**src/axsm_pkg.sv**
```systemverilog
//==========================================================================
// Functional notes
// - Power-up enters start state, alive bit not yet set
// - Start moves to ready after initialisation, to fault if error word nonzero
// - Ready: power off, no error, switch-on ready
// - Ready to enabled when enable bit set
// - Enabled: power on, motion commands accepted
// - Enabled to ready when enable bit cleared
// - Nonzero control or command at start locks
// - Locked: power off; host clears control, command
// - Locked to fault once control, command zero
// - Fault: power off while error word nonzero
// - Fault to ready only when error word zero
// - Status bits alive, enabled, error, busy per state
// - Host decodes state with fixed priority
// - Fully controlled by cyclic process data only; error_in and error_event also force fault
// - Output image field order and widths fixed
// - Input image field order and widths fixed
// - Host drives reserved output fields to zero
// - Related output fields update in same cycle
// - Control byte bit 0 is enable request
// - Motion only started in enabled state
package axsm_pkg;
	// Output image widths and byte offsets
	localparam int OUT_IMG_W = 96;
	localparam int OFS_CTRL = 0;
	localparam int OFS_RSV1 = 1;
	localparam int OFS_CMD = 2;
	localparam int OFS_POS = 4;
	localparam int OFS_FORCE = 8;
	localparam int OFS_VEL = 9;
	localparam int OFS_RSV2 = 10;
	// Input image widths and byte offsets
	localparam int IN_IMG_W = 128;
	localparam int OFS_STATUS = 0;
	localparam int OFS_IRSV1 = 2;
	localparam int OFS_ERROR = 4;
	localparam int OFS_WARN = 6;
	localparam int OFS_ACTPOS = 8;
	localparam int OFS_IRSV2 = 12;
	// Control byte bit positions
	localparam int CTRL_ENABLE_BIT = 0;
	// Status word bit positions
	localparam int ST_ALIVE_BIT = 0;
	localparam int ST_ENABLED_BIT = 1;
	localparam int ST_ERROR_BIT = 2;
	localparam int ST_BUSY_BIT = 3;
	// Reset values
	localparam logic [15:0] STATUS_RST = 16'h0000;
	localparam logic [OUT_IMG_W-1:0] OUT_IMG_RST = 96'h0;
	// Default initialisation length in clock cycles
	localparam int INIT_CYCLES = 16;
	// Supervisory states
	typedef enum logic [2:0] {
		AXSM_START,
		AXSM_READY,
		AXSM_ENABLED,
		AXSM_FAULT,
		AXSM_LOCKED
	} axsm_state_t;
endpackage : axsm_pkg

```
**src/axsm_if.sv**
```systemverilog
`timescale 1ns/1ns
//==========================================================================
// Cyclic process-data link between host and axis
interface axsm_if;
	// Host-to-device image, valid with its strobe
	logic [axsm_pkg::OUT_IMG_W-1:0] host_to_device_image;
	logic out_strobe;
	// Device-to-host image, always valid
	logic [axsm_pkg::IN_IMG_W-1:0] device_to_host_image;
	modport device (
		input host_to_device_image,
		input out_strobe,
		output device_to_host_image
	);
	modport host (
		output host_to_device_image,
		output out_strobe,
		input device_to_host_image
	);
endinterface : axsm_if

```
**src/axsm_device.sv**
```systemverilog
`timescale 1ns/1ns
//==========================================================================
// Axis supervisory state machine, device end
module axsm_device #(
	parameter int INIT_LEN = axsm_pkg::INIT_CYCLES
) (
	input wire logic clk_sys,
	input wire logic resetn,
	axsm_if.device link,
	input wire logic [15:0] error_in,
	input wire logic [15:0] warning_in,
	input wire logic [31:0] item_a,
	input wire logic error_event,
	output logic power_on,
	output logic motion_go,
	output logic [15:0] motion_cmd,
	output logic [31:0] motion_pos,
	output logic [7:0] motion_vel
);
	//======================================================================
	// Latched consistent output image
	logic [axsm_pkg::OUT_IMG_W-1:0] img_ff;
	axsm_pkg::axsm_state_t state_ff;
	axsm_pkg::axsm_state_t nxt_state;
	logic [15:0] init_cnt_ff;
	logic [15:0] status_ff;
	logic [15:0] nxt_status;
	logic power_ff;
	logic go_ff;
	logic [15:0] mcmd_ff;
	logic [31:0] mpos_ff;
	logic [7:0] mvel_ff;

	// True when a 16-bit word holds any set bit
	function automatic logic axsm_nonzero(input logic [15:0] w);
		return (w != 16'h0000);
	endfunction : axsm_nonzero

	// Field decode from latched image
	wire [7:0] host_control_byte = img_ff[axsm_pkg::OFS_CTRL*8 +: 8];
	wire [15:0] motion_command_word = img_ff[axsm_pkg::OFS_CMD*8 +: 16];
	wire [31:0] target_position = img_ff[axsm_pkg::OFS_POS*8 +: 32];
	wire [7:0] velocity_percent = img_ff[axsm_pkg::OFS_VEL*8 +: 8];
	wire enable_req = host_control_byte[axsm_pkg::CTRL_ENABLE_BIT];
	wire ctrl_clear = (host_control_byte == 8'h00)
		&& !axsm_nonzero(motion_command_word);
	wire init_done = (init_cnt_ff == 16'(INIT_LEN));
	wire err_present = axsm_nonzero(error_in);

	//======================================================================
	// Motion only in enabled state with a nonzero command
	wire nxt_go = (nxt_state == axsm_pkg::AXSM_ENABLED)
		&& axsm_nonzero(motion_command_word);
	// Power stage only in enabled state
	wire nxt_power = (nxt_state == axsm_pkg::AXSM_ENABLED);

	//======================================================================
	// Whole image captured on one strobe
	always_ff @(posedge clk_sys or negedge resetn) begin
		if (!resetn) begin
			img_ff <= axsm_pkg::OUT_IMG_RST;
		end else if (link.out_strobe) begin
			img_ff <= link.host_to_device_image;
		end
	end

	//======================================================================
	// Initialisation counter, runs in start state
	always_ff @(posedge clk_sys or negedge resetn) begin
		if (!resetn) begin
			init_cnt_ff <= 16'h0000;
		end else if (state_ff == axsm_pkg::AXSM_START && !init_done) begin
			init_cnt_ff <= init_cnt_ff + 16'h0001;
		end
	end

	//======================================================================
	// Next-state logic
	always_comb begin
		nxt_state = state_ff;
		case (state_ff)
			axsm_pkg::AXSM_START: begin
				// Leave start once initialised
				if (init_done) begin
					if (!ctrl_clear) begin
						nxt_state = axsm_pkg::AXSM_LOCKED;
					end else if (err_present) begin
						nxt_state = axsm_pkg::AXSM_FAULT;
					end else begin
						nxt_state = axsm_pkg::AXSM_READY;
					end
				end
			end
			axsm_pkg::AXSM_READY: begin
				// Error first, then enable
				if (error_event || err_present) begin
					nxt_state = axsm_pkg::AXSM_FAULT;
				end else if (enable_req) begin
					nxt_state = axsm_pkg::AXSM_ENABLED;
				end
			end
			axsm_pkg::AXSM_ENABLED: begin
				// Error first, then disable
				if (error_event || err_present) begin
					nxt_state = axsm_pkg::AXSM_FAULT;
				end else if (!enable_req) begin
					nxt_state = axsm_pkg::AXSM_READY;
				end
			end
			axsm_pkg::AXSM_LOCKED: begin
				// Wait for host to clear both fields
				if (ctrl_clear) begin
					nxt_state = axsm_pkg::AXSM_FAULT;
				end
			end
			axsm_pkg::AXSM_FAULT: begin
				// Hold until the error word reads zero
				if (!err_present) begin
					nxt_state = axsm_pkg::AXSM_READY;
				end
			end
			default: begin
				// Unused codes fall back to start
				nxt_state = axsm_pkg::AXSM_START;
			end
		endcase
	end

	//======================================================================
	// Status word encoding per state
	always_comb begin
		nxt_status = axsm_pkg::STATUS_RST;
		case (nxt_state)
			// Ready: alive only
			axsm_pkg::AXSM_READY: begin
				nxt_status[axsm_pkg::ST_ALIVE_BIT] = 1'b1;
			end
			axsm_pkg::AXSM_ENABLED: begin
				nxt_status[axsm_pkg::ST_ALIVE_BIT] = 1'b1;
				nxt_status[axsm_pkg::ST_ENABLED_BIT] = 1'b1;
				// Busy follows the motion output
				nxt_status[axsm_pkg::ST_BUSY_BIT] = nxt_go;
			end
			// Fault: alive and error
			axsm_pkg::AXSM_FAULT: begin
				nxt_status[axsm_pkg::ST_ALIVE_BIT] = 1'b1;
				nxt_status[axsm_pkg::ST_ERROR_BIT] = 1'b1;
			end
			// Locked: alive, error and busy
			axsm_pkg::AXSM_LOCKED: begin
				nxt_status[axsm_pkg::ST_ALIVE_BIT] = 1'b1;
				nxt_status[axsm_pkg::ST_ERROR_BIT] = 1'b1;
				nxt_status[axsm_pkg::ST_BUSY_BIT] = 1'b1;
			end
			default: begin
				// Start reports all bits clear
				nxt_status = axsm_pkg::STATUS_RST;
			end
		endcase
	end

	//======================================================================
	// State and outputs register
	always_ff @(posedge clk_sys or negedge resetn) begin
		if (!resetn) begin
			state_ff <= axsm_pkg::AXSM_START;
			status_ff <= axsm_pkg::STATUS_RST;
			power_ff <= 1'b0;
			go_ff <= 1'b0;
		end else begin
			state_ff <= nxt_state;
			status_ff <= nxt_status;
			power_ff <= nxt_power;
			go_ff <= nxt_go;
		end
	end

	//======================================================================
	// Motion set taken together from one image
	always_ff @(posedge clk_sys or negedge resetn) begin
		if (!resetn) begin
			mcmd_ff <= 16'h0000;
			mpos_ff <= 32'h0000_0000;
			mvel_ff <= 8'h00;
		end else if (nxt_go) begin
			mcmd_ff <= motion_command_word;
			mpos_ff <= target_position;
			mvel_ff <= velocity_percent;
		end else begin
			// Idle command while not moving
			mcmd_ff <= 16'h0000;
		end
	end

	//======================================================================
	// Input image assembly
	assign link.device_to_host_image = {
		32'h0000_0000,
		item_a,
		warning_in,
		error_in,
		16'h0000,
		status_ff
	};
	// Outputs come straight from flip-flops
	assign power_on = power_ff;
	assign motion_go = go_ff;
	assign motion_cmd = mcmd_ff;
	assign motion_pos = mpos_ff;
	assign motion_vel = mvel_ff;
endmodule : axsm_device

```
**src/flat_wrapper.sv**
```systemverilog
// flat-port wrapper written by rule: the top's interface ports become plain ports
module axsm_device_flat 
#(
	parameter int INIT_LEN = axsm_pkg::INIT_CYCLES
)
  (clk_sys, resetn, error_in, warning_in, item_a, error_event, power_on, motion_go, motion_cmd, motion_pos, motion_vel, link_host_to_device_image, link_out_strobe, link_device_to_host_image);
  axsm_if link_i ();
  input wire logic clk_sys;
  input wire logic resetn;
  input wire logic [15:0] error_in;
  input wire logic [15:0] warning_in;
  input wire logic [31:0] item_a;
  input wire logic error_event;
  output logic power_on;
  output logic motion_go;
  output logic [15:0] motion_cmd;
  output logic [31:0] motion_pos;
  output logic [7:0] motion_vel;
  input wire logic [$bits(link_i.host_to_device_image)-1:0] link_host_to_device_image;
  input wire logic [$bits(link_i.out_strobe)-1:0] link_out_strobe;
  output wire logic [$bits(link_i.device_to_host_image)-1:0] link_device_to_host_image;
  assign link_i.host_to_device_image = link_host_to_device_image;
  assign link_i.out_strobe = link_out_strobe;
  assign link_device_to_host_image = link_i.device_to_host_image;
  axsm_device #(.INIT_LEN(INIT_LEN)) u_core (.clk_sys(clk_sys), .resetn(resetn), .link(link_i), .error_in(error_in), .warning_in(warning_in), .item_a(item_a), .error_event(error_event), .power_on(power_on), .motion_go(motion_go), .motion_cmd(motion_cmd), .motion_pos(motion_pos), .motion_vel(motion_vel));
endmodule
```
**config.mk**
```make
export PLATFORM = sky130hd
export DESIGN_NAME = axsm_device_flat
export DESIGN_NICKNAME = d
export VERILOG_FILES = /design/src/axsm_pkg.sv /design/src/axsm_if.sv /design/src/axsm_device.sv /design/src/flat_wrapper.sv
export SDC_FILE = /design/constraint.sdc
export NUM_CORES = 1
export LEC_CHECK = 0
export ABC_CLOCK_PERIOD_IN_PS = 2350
export BUFFER_PORTS_ARGS = -buffer_cell sky130_fd_sc_hd__buf_2
export CELL_PAD_IN_SITES_DETAIL_PLACEMENT = 0
export CELL_PAD_IN_SITES_GLOBAL_PLACEMENT = 1
export CORE_MARGIN = 2
export CORE_UTILIZATION = 34
export DETAILED_ROUTE_END_ITERATION = 7
export HOLD_SLACK_MARGIN = 0.1
export PLACE_DENSITY = 0.86
export SETUP_SLACK_MARGIN = 0.02
export SLEW_MARGIN = 20
export SYNTH_ARGS = -nofsm -noshare
export SYNTH_HDL_FRONTEND = slang
export SYNTH_SLANG_ARGS = --single-unit
```
**constraint.sdc**
```tcl
create_clock -name clk_sys -period 2.35 [get_ports clk_sys]
set_input_delay 0.235 -clock clk_sys [delete_from_list [all_inputs] [get_ports clk_sys]]
set_output_delay 0.235 -clock clk_sys [all_outputs]
set_load 0.01 [all_outputs]
```
==> metrics.txt, run 1 <==
LEAKAGE=4.16 nW; Async SR Flop Fraction=100%; mux share of post-synthesis cell area=19.7%; number of diodes=0; #FFs+latches synth=144; CTS Buf Count=17; area fraction in and, or, nand and nor cells after synthesis=6.67%; area of the multi-input gates=2270 µm²; Via density=4.29; Synth Area in XOR/XNOR=2.09%; critical path peak fanout=40; most frequent cells in the layout=buf_2, dfrtp_1, dlygate4sd3_1, mux2_2, conb_1; port bufs=161; final setup TNS=0 ns; fin util=43.3%; ratio of cells with drive above 1 in the final layout=44.8%; CTS tree=built; Reg area=3600 µm²; average cell area after synthesis=13.3 µm²; drt wl/cell=14.1 µm; clock slew at reported path FFs=0.06 ns; Total Routing Usage GR=12.7%; PwrDens=703 nW/µm²; most used flip-flop cell after synthesis=dfrtp_1; post-layout minimum cycle time=2.16 ns; First-pass DRT Iterations=4; initial core utilization=34.5%; Final #Nets=842; RSZ-0062 raised after global routing=false; number of DRC markers in iteration 0=116; drc violations=0; number of fill cells in the layout=1797; ANT nets after route=0; Power, Total=0.00591 W; Fmax=0.464 GHz; worst hold slack=0.267 ns; Slew Limit Fails=0; Worst setup EP type=flip-flop; Die Wd=144 µm; pin count of the biggest net entering global routing=73; Setup WS post-layout=0.194 ns; die area=20800 µm²; Synth Instances=502; Worst path max stage delay=0.44 ns; critical path launch point type=flip-flop; sequential-to-total area share from yosys stat=53.8%; Finish-stage setup viols=0; Slowest-stage cell, CP=nor4_1; Max Cap Viol=0; clock skew=0.0126 ns; fin crit share=91.8%; actual slew at the worst max-slew pin=0.553 ns; Netlist cell types=36; complex-gate fraction of the synthesized area=1.63%; Root Driver=clkbuf_16; FF-to-FF path depth=7; area grow syn2layout=25.5%; maximum VDD drop=0.000440 V; Die H=144 µm; clk_lat worst skew=0.42 ns; core box area=19400 µm²; initial antenna violation count=0; Final Hold Fails=0; crit path DAT=2.45 ns; Hold Path Class=primary input to async pin; status=complete, no violations; dpl ws=0.0743 ns; row cnt=51; vias in the first global route=3965; Crit Path Category=flip-flop to flip-flop; adder-cell share of the synthesized area=0.374%; # IOs=350; crit path cell chain=nor4_1 -> nand4_1 -> buf_4 -> nand3_1 -> nor4_4 -> buf_12 -> mux2_4; synth warn=0; main combinational cell family by area after synthesis=multiplexers; H-Tree Depth=4; number of synthesized flops with an enable pin=0; Via Count=4089; WL final=13.5 mm; first-pass GRT wire length=20.4 mm; residual overflow from global routing=0; clock sink count=144; Post-Syn Area=6700 µm²; CTS Buffer Depth=2; leading cell type in the layout, fill and taps excluded=buf_2; Rel. slew slack=62.6%; required time worst endpoint=2.64 ns; Placer Congestion=0.789; DP HPWL=8.84 mm
[metal layers]
metal  routed length [µm]  vias up  share of wire [%]  global-route usage [%]
li1                     -     1888                  -                       -
met1                 5740     2003                 43                    15.4
met2                 6490      184                 48                    21.2
met3                 1080       14                8.0                    4.83
met4                  178        0                1.3                    4.04
met5                    0        -                  0                       0
[state kept, by name (all words and copies together), names as in the netlist]
register	cells
u_core.status_ff	4
u_core.motion_go	1
u_core.state_ff	3
u_core.motion_vel	8
u_core.motion_cmd	16
u_core.motion_pos	32
u_core.init_cnt_ff	16
u_core.img_ff	64
[critical path, delay by kind of cell, from the launching register on]
family,cells,cell delay [ns]
buf+inv,2,0.39
flops,1,0.40
simple gates,4,0.83
mux,1,0.34
[power breakdown]
group / leakage (nW) / switching [W] / internal [W]
clock: 0.301 / 0.00118 / 0.00163
combinational: 2.01 / 0.000199 / 0.000242
sequential: 1.84 / 0.0000656 / 0.00259
[area by class of cell]
cell class | instances | share of cell area (%)
Multi-Input combinational cell | 272 | 27.0
Tap cell | 265 | 3.95
Sequential cell | 144 | 42.9
Clock buffer | 17 | 5.06
Inverter | 7 | 0.313
Clock inverter | 15 | 2.23
Timing Repair Buffer | 234 | 18.6
[final timing paths]
| kind | start | end | slack, ns |
|---|---|---|---|
| setup / recovery | u_core.img_ff[28] | u_core.motion_pos[16] | 0.19 |
| hold / removal | resetn | u_core.motion_cmd[8] | 0.27 |
| setup reg to reg | u_core.img_ff[28] | u_core.motion_pos[16] | 0.19 |
| hold reg to reg | u_core.init_cnt_ff[15] | u_core.init_cnt_ff[15] | 0.49 |
| max in group asynchronous | resetn | u_core.motion_pos[13] | 1.38 |
| min in group clk_sys | link_out_strobe | u_core.img_ff[62] | 0.40 |
[logic make-up (layout without fill, tap and decap cells)]
group / count (synthesis) / count (layout)
buf+inv: 145 / 273
flops: 144 / 144
compound gates: 14 / 14
fa+ha+maj: 2 / 2
xor+xnor: 16 / 16
mux: 104 / 104
other cells: 1 / 60
simple gates: 76 / 76
[through the flow]
| step | cell area (µm²) | instances |
|---|---|---|
| 5_1_grt | 8400 | 954 |
| 6_report | 8400 | 954 |
| 3_5_place_dp | 7130 | 856 |
| 4_1_cts | 8390 | 953 |
| 3_3_place_gp | 7130 | 856 |
| 2_1_floorplan | 6920 | 561 |
[cells in the mapped netlist (2+ instances only)]
master    instances  area share [%]
and2_1           17             1.6
and3_1            3            0.28
buf_2             2            0.15
buf_4           125              14
buf_6             4            0.67
clkbuf_1          7            0.39
dfrtp_1         144              54
ha_1              2            0.37
inv_1             7            0.39
mux2_2           64              11
mux2_4           40             9.0
nand2_1           7            0.39
nand3_1           8            0.60
nand4_1           8            0.75
nor2_1            6            0.34
nor3_1            4            0.30
nor4_1           16             1.5
o211ai_1          2            0.22
o21ai_0           3            0.22
o31ai_1           2            0.22
or2_1             2            0.19
xnor2_1           9             1.2
xor2_1            7            0.92
[what timing repair did]
action                                  4_1_cts  5_1_grt
endpoints found under the hold margin       160        0
endpoints found under the setup margin        0       41
hold buffers                                 65        0
buffers inserted                              0        1
resized for setup                             0        0
(Power assumes the default switching activity.)
==> run 2, diff against run 1 <==
--- a/config.mk
+++ b/config.mk
@@ -9,6 +9,7 @@
 export BUFFER_PORTS_ARGS = -buffer_cell sky130_fd_sc_hd__buf_2
 export CELL_PAD_IN_SITES_DETAIL_PLACEMENT = 0
 export CELL_PAD_IN_SITES_GLOBAL_PLACEMENT = 1
+export CORE_ASPECT_RATIO = 0.6
 export CORE_MARGIN = 2
 export CORE_UTILIZATION = 34
 export DETAILED_ROUTE_END_ITERATION = 7
==> metrics.txt, run 2 (synthesized netlist as in run 1, its figures left out) <==
fin crit share=90.4%; Final #Nets=845; Power, Total=0.00575 W; crit-path leading delay family=simple AND/OR/NAND/NOR gates; leading cell type in the layout, fill and taps excluded=buf_2; Worst Setup SP=u_core.img_ff[25]; Rel. slew slack=67.1%; Via Count=4061; Worst setup EP type=flip-flop; number of flip-flops in the largest register=64; initial antenna violation count=1; first-pass GRT wire length=22.9 mm; initial core utilization=34.9%; most frequent cells in the layout=buf_2, dfrtp_1, dlygate4sd3_1, mux2_2, conb_1; pin count of the biggest net entering global routing=65; Finish-stage setup viols=0; Placer Congestion=0.794; # IOs=350; actual slew at the worst max-slew pin=0.487 ns; core box area=19200 µm²; Crit. path cell count=7; grt peak-use layer=met2; crit path buf inv count=2; vias in the first global route=4320; die area=20900 µm²; required time worst endpoint=2.65 ns; Hold Path Class=primary input to async pin; crit path cell chain=nor4_1 -> nand4_1 -> nand3_1 -> nor4_4 -> buf_12 -> buf_12 -> mux2_4; Die Wd=185 µm; row cnt=39; clock slew at reported path FFs=0.06 ns; port bufs=161; Slew Limit Fails=0; Final Hold Fails=0; CTS Buffer Depth=2; status=complete, no violations; LEAKAGE=4.15 nW; R2R Setup Slk=0.23 ns; H-Tree Depth=4; Die H=113 µm; WL final=14.3 mm; post-layout minimum cycle time=2.12 ns; drt wl/cell=14.9 µm; Fmax=0.471 GHz; Root Driver=clkbuf_16; area grow syn2layout=26.1%; Via density=4.23; DP HPWL=9.42 mm; clock sink count=144; number of DRC markers in iteration 0=164; most used cell, CP=buf_12; M2 GR Usage=21.8%; Total Routing Usage GR=14.3%; First-pass DRT Iterations=4; clk_lat worst skew=0.42 ns; Max Cap Viol=0; grt met3 use=6.21%; PwrDens=681 nW/µm²; RR Endpoint=u_core.motion_pos[3]; DP Cell Count=861; FF-to-FF path depth=7; CTS Buf Count=17; register with the most flip-flops=u_core.img_ff; M1 GR Usage=18.4%; maximum VDD drop=0.000442 V; ANT nets after route=0; CTS tree=built; Crit Path Category=flip-flop to flip-flop; Critical Path Sink=u_core.motion_pos[3]; non-filler cells, final=959; worst hold slack=0.313 ns; RSZ-0062 raised after global routing=false; number of fill cells in the layout=1737; clock skew=0.00913 ns; ratio of cells with drive above 1 in the final layout=45.1%; critical path launch point type=flip-flop; FF-to-FF Start=u_core.img_ff[25]; Worst path max stage delay=0.38 ns; crit path DAT=2.42 ns; final setup TNS=0 ns; critical path peak fanout=12; residual overflow from global routing=0; Slowest-stage cell, CP=dfrtp_1; drc violations=0
[run 2: cell count changes in the layout (fill, tap and decap cells not counted), sizes merged]
cell and delta:
buf +3, bufinv -1, clkbuf +2, clkinv +2, clkinvlp +4, diode +1
inv -7
[run 2: per-layer routing]
layer | wire length [µm] | vias up
li1 | - | 1891
met1 | 6420 | 1976
met2 | 6390 | 179
met3 | 1290 | 15
met4 | 157 | 0
met5 | 0 | -
[run 2: final cells by class]
cell class / count / area, µm² / area share (%)
flip-flops and latches: 144 / 3600 / 42.7
multi-input cells: 272 / 2270 / 26.8
repair buffers: 237 / 1630 / 19.3
clock buffers: 19 / 453 / 5.36
well taps: 266 / 333 / 3.94
clock inverters: 13 / 128 / 1.51
inverters: 7 / 26.3 / 0.311
diodes: 1 / 2.50 / 0.0296
[run 2: what timing repair did]
item | 4_1_cts | 5_1_grt
hold buffers | 65 | 0
hold endpoints to repair | 107 | 0
resized for setup | 0 | 0
buffers inserted | 0 | 0
[run 2: worst min-delay path by stage]
stage	start	to	slack (ns)	cells after the start
finish	resetn	u_core.img_ff[16]	0.31	2
global route	resetn	u_core.motion_go	0.34	2
CTS	resetn	u_core.img_ff[16]	0.30	2
detailed placement	resetn	u_core.img_ff[16]	0.19	1
global placement	resetn	u_core.motion_go	0.19	1
floorplan	resetn	u_core.img_ff[0]	-0.06	0
[run 2: per-stage QoR]
step / worst slack (ns) / instance area (µm²) / utilization (%)
after floorplan: 0.563 / 6920 / -
after global placement: 0.199 / 7210 / 37.6
after detailed placement: 0.176 / 7210 / 37.6
after CTS: 0.199 / 8440 / 44.0
after global routing: 0.129 / 8450 / 44.0
final: 0.226 / 8450 / 44.0
[run 2: power by group]
group,total (W),switching (W),internal (W)
Combinational,0.000446,0.000203,0.000243
Sequential,0.00266,0.0000668,0.00259
Clock,0.00265,0.00112,0.00153
==> run 3, diff against run 2 <==
--- a/config.mk
+++ b/config.mk
@@ -5,16 +5,18 @@
 export SDC_FILE = /design/constraint.sdc
 export NUM_CORES = 1
 export LEC_CHECK = 0
+export ABC_AREA = 1
 export ABC_CLOCK_PERIOD_IN_PS = 2350
 export BUFFER_PORTS_ARGS = -buffer_cell sky130_fd_sc_hd__buf_2
+export CAP_MARGIN = 20
 export CELL_PAD_IN_SITES_DETAIL_PLACEMENT = 0
 export CELL_PAD_IN_SITES_GLOBAL_PLACEMENT = 1
 export CORE_ASPECT_RATIO = 0.6
 export CORE_MARGIN = 2
-export CORE_UTILIZATION = 34
+export CORE_UTILIZATION = 33
 export DETAILED_ROUTE_END_ITERATION = 7
 export HOLD_SLACK_MARGIN = 0.1
-export PLACE_DENSITY = 0.86
+export PLACE_DENSITY_LB_ADDON = 0.1
 export SETUP_SLACK_MARGIN = 0.02
 export SLEW_MARGIN = 20
 export SYNTH_ARGS = -nofsm -noshare
==> metrics.txt, run 3 <==
status=complete, no violations; worst hold slack=0.304 ns; area fraction in and, or, nand and nor cells after synthesis=18.0%; WL final=16.2 mm; most frequent cells in the layout=buf_2, nand2_1, dfrtp_1, dlygate4sd3_1, nor2_1; PwrDens=1010 nW/µm²; clock slew at reported path FFs=0.07 ns; critical path peak fanout=58; Post-synth top cells=nand2_1, dfrtp_1, buf_4, nor2_1, mux2_2; CTS Buf Count=17; Total Routing Usage GR=15.0%; FF-to-FF path depth=14; switching fraction of total power=35.0%; post-layout minimum cycle time=2.06 ns; ANT nets after route=0; Rel. slew slack=48.0%; Slew Limit Fails=0; drc violations=0; number of flip-flops in the largest register=64; LEAKAGE=4.32 nW; Fmax=0.486 GHz; cell internal pwr=0.00565 W; final setup TNS=0 ns; most frequent cell after synthesis=nand2_1; number of fill cells in the layout=2021; fin util=42.4%; #FFs+latches synth=144; most used cell, CP=nand2_1; number of DRC markers in iteration 0=183; clock sink count=144; Setup WS post-layout=0.292 ns; row cnt=40; pin count of the biggest net entering global routing=59; initial antenna violation count=0; complex-gate fraction of the synthesized area=2.03%; die area=22100 µm²; clock skew=0.0203 ns; Synth Instances=716; core box area=20200 µm²; Max Cap Viol=0; Hold Path Class=primary input to async pin; Netlist cell types=22; Finish-stage setup viols=0; R2R Setup Slk=0.29 ns; RSZ-0062 raised after global routing=false; area grow syn2layout=24.4%; crit path DAT=2.36 ns; drt wl/cell=13.9 µm; Via Count=5025; # Post-CTS Setup Buffers=0; FF-to-FF Start=u_core.init_cnt_ff[0]; clock power share=30.7%; fin crit share=87.6%; synth warn=0; CTS tree=built; actual slew at the worst max-slew pin=0.780 ns; port bufs=161; power share of the combinational group=30.5%; average cell area after synthesis=9.62 µm²; Die H=116 µm; vias in the first global route=4950; Die Wd=191 µm; register with the most flip-flops=u_core.img_ff; # IOs=350; adder-cell share of the synthesized area=0.363%; main combinational cell family by area after synthesis=simple AND/OR/NAND/NOR gates; Worst path max stage delay=0.42 ns; Synth Area in XOR/XNOR=1.91%; initial core utilization=34.1%; H-Tree Depth=4; ratio of cells with drive above 1 in the final layout=29.6%; Slowest-stage cell, CP=dfrtp_1; sw power=0.00304 W; CTS Buffer Depth=2; number of diodes=0; ranking of synthesized cells by area=dfrtp_1, buf_4, nand2_1; Final Hold Fails=0; number of synthesized flops with an enable pin=0; cts repair resizes=0; Via density=4.32; First-pass DRT Iterations=5; Async SR Flop Fraction=100%; share of the synthesized area in the top cell type=52.3%; most used flip-flop cell after synthesis=dfrtp_1; leading cell type in the layout, fill and taps excluded=buf_2; non-filler cells, final=1163; Post-Syn Area=6890 µm²; Root Driver=clkbuf_16; Crit Path Category=flip-flop to flip-flop; mux share of post-synthesis cell area=7.68%; DP Cell Count=1067; Placer Congestion=0.793; critical path launch point type=flip-flop; top cell type by total area after synthesis=dfrtp_1; first-pass GRT wire length=25.7 mm; required time worst endpoint=2.65 ns; Final #Nets=1044; DP HPWL=11.0 mm; sequential share of power=38.7%; sequential-to-total area share from yosys stat=52.3%; clk_lat worst skew=0.43 ns; residual overflow from global routing=0; dpl ws=0.294 ns; RR Endpoint=u_core.motion_vel[4]; Worst setup EP type=flip-flop; maximum VDD drop=0.000647 V; crit path cell chain=inv_1 -> ha_1 -> nand3_1 -> nor2_1 -> nand2_1 -> nor2_1 -> nand2_1 -> nand2_2 -> nand2_2 -> nand2_4 -> nand3_2 -> buf_12 -> nand2_1 -> nand2_1
## run 3: cell count changes in the layout (fill, tap and decap cells not counted), moves of 5 or more
cell     previous run  this run
nand2_1             7       153
nor2_1              6        61
mux2_4             40         0
nand4_1             8        45
inv_1               7        40
o21ai_0             3        26
and2_1             17         0
mux2_2             64        47
nor4_1             16         0
nor2_2              1         8
buf_4               4        10
xnor2_1             9         4
## run 3: cells by family (layout without fill, tap and decap cells)
| kind of cell | after synthesis | count (layout) |
|---|---|---|
| buffers and inverters | 194 | 309 |
| other | 1 | 60 |
| adders and majority gates | 2 | 2 |
| muxes | 47 | 47 |
| xor gates and xnor gates | 15 | 15 |
| DFF | 144 | 144 |
| and+or+nand+nor | 285 | 285 |
| AOI/OAI and AO/OA | 28 | 28 |
## run 3: power groups by stage
stage / Combinational [W] / Clock, W / Sequential [W]
CTS: 0.00272 / 0.00276 / 0.00337
global placement: 0.00261 / 0 / 0.00340
floorplan: 0.00153 / 0 / 0.00358
finish: 0.00265 / 0.00267 / 0.00337
global route: 0.00299 / 0.00288 / 0.00344
detailed placement: 0.00263 / 0 / 0.00341
## run 3: timing repair
action                     in CTS  in global routing
hold endpoints to repair      107                  0
hold buffers                   65                  0
setup endpoints to repair       0                  0
## run 3: metal layers
layer,track usage [%],routed length (µm),vias up
met5,0,0,-
met3,4.36,1020,23
met1,21.3,8000,2402
met2,21.8,6960,154
met4,5.01,233,0
li1,-,-,2446
## run 3: how the worst max path moves through the flow
stage                            end  slack (ns)                   from
3_3_place_gp   u_core.motion_pos[27]        0.31  u_core.init_cnt_ff[0]
2_1_floorplan  u_core.motion_pos[26]        0.48  u_core.init_cnt_ff[0]
3_5_place_dp   u_core.motion_pos[13]        0.29  u_core.init_cnt_ff[0]
4_1_cts        u_core.motion_pos[13]        0.28  u_core.init_cnt_ff[0]
5_1_grt        u_core.motion_pos[22]        0.08  u_core.init_cnt_ff[0]
6_report        u_core.motion_vel[4]        0.29  u_core.init_cnt_ff[0]
## run 3: area by class of cell
type	instances	area [µm²]	share of cell area [%]
inverter	40	150	1.75
clock inverter	13	154	1.80
tap	273	342	3.99
sequential	144	3600	42.1
timing repair buffer	238	1590	18.6
multi-input combinational	437	2300	26.8
clock buffer	18	429	5.01
## run 3: critical path: cells and delay by family (launching register included)
kind | cells | cell delay (ns)
simple gates | 11 | 0.92
fa+ha+maj | 1 | 0.18
buf+inv | 2 | 0.39
flops | 1 | 0.42
## run 3: stage by stage
stage | cell area [µm²] | power (W)
finish | 8570 | 0.00869
CTS | 8570 | 0.00886
global placement | 7330 | 0.00601
detailed placement | 7330 | 0.00604
global route | 8570 | 0.00931
floorplan | 7110 | 0.00512
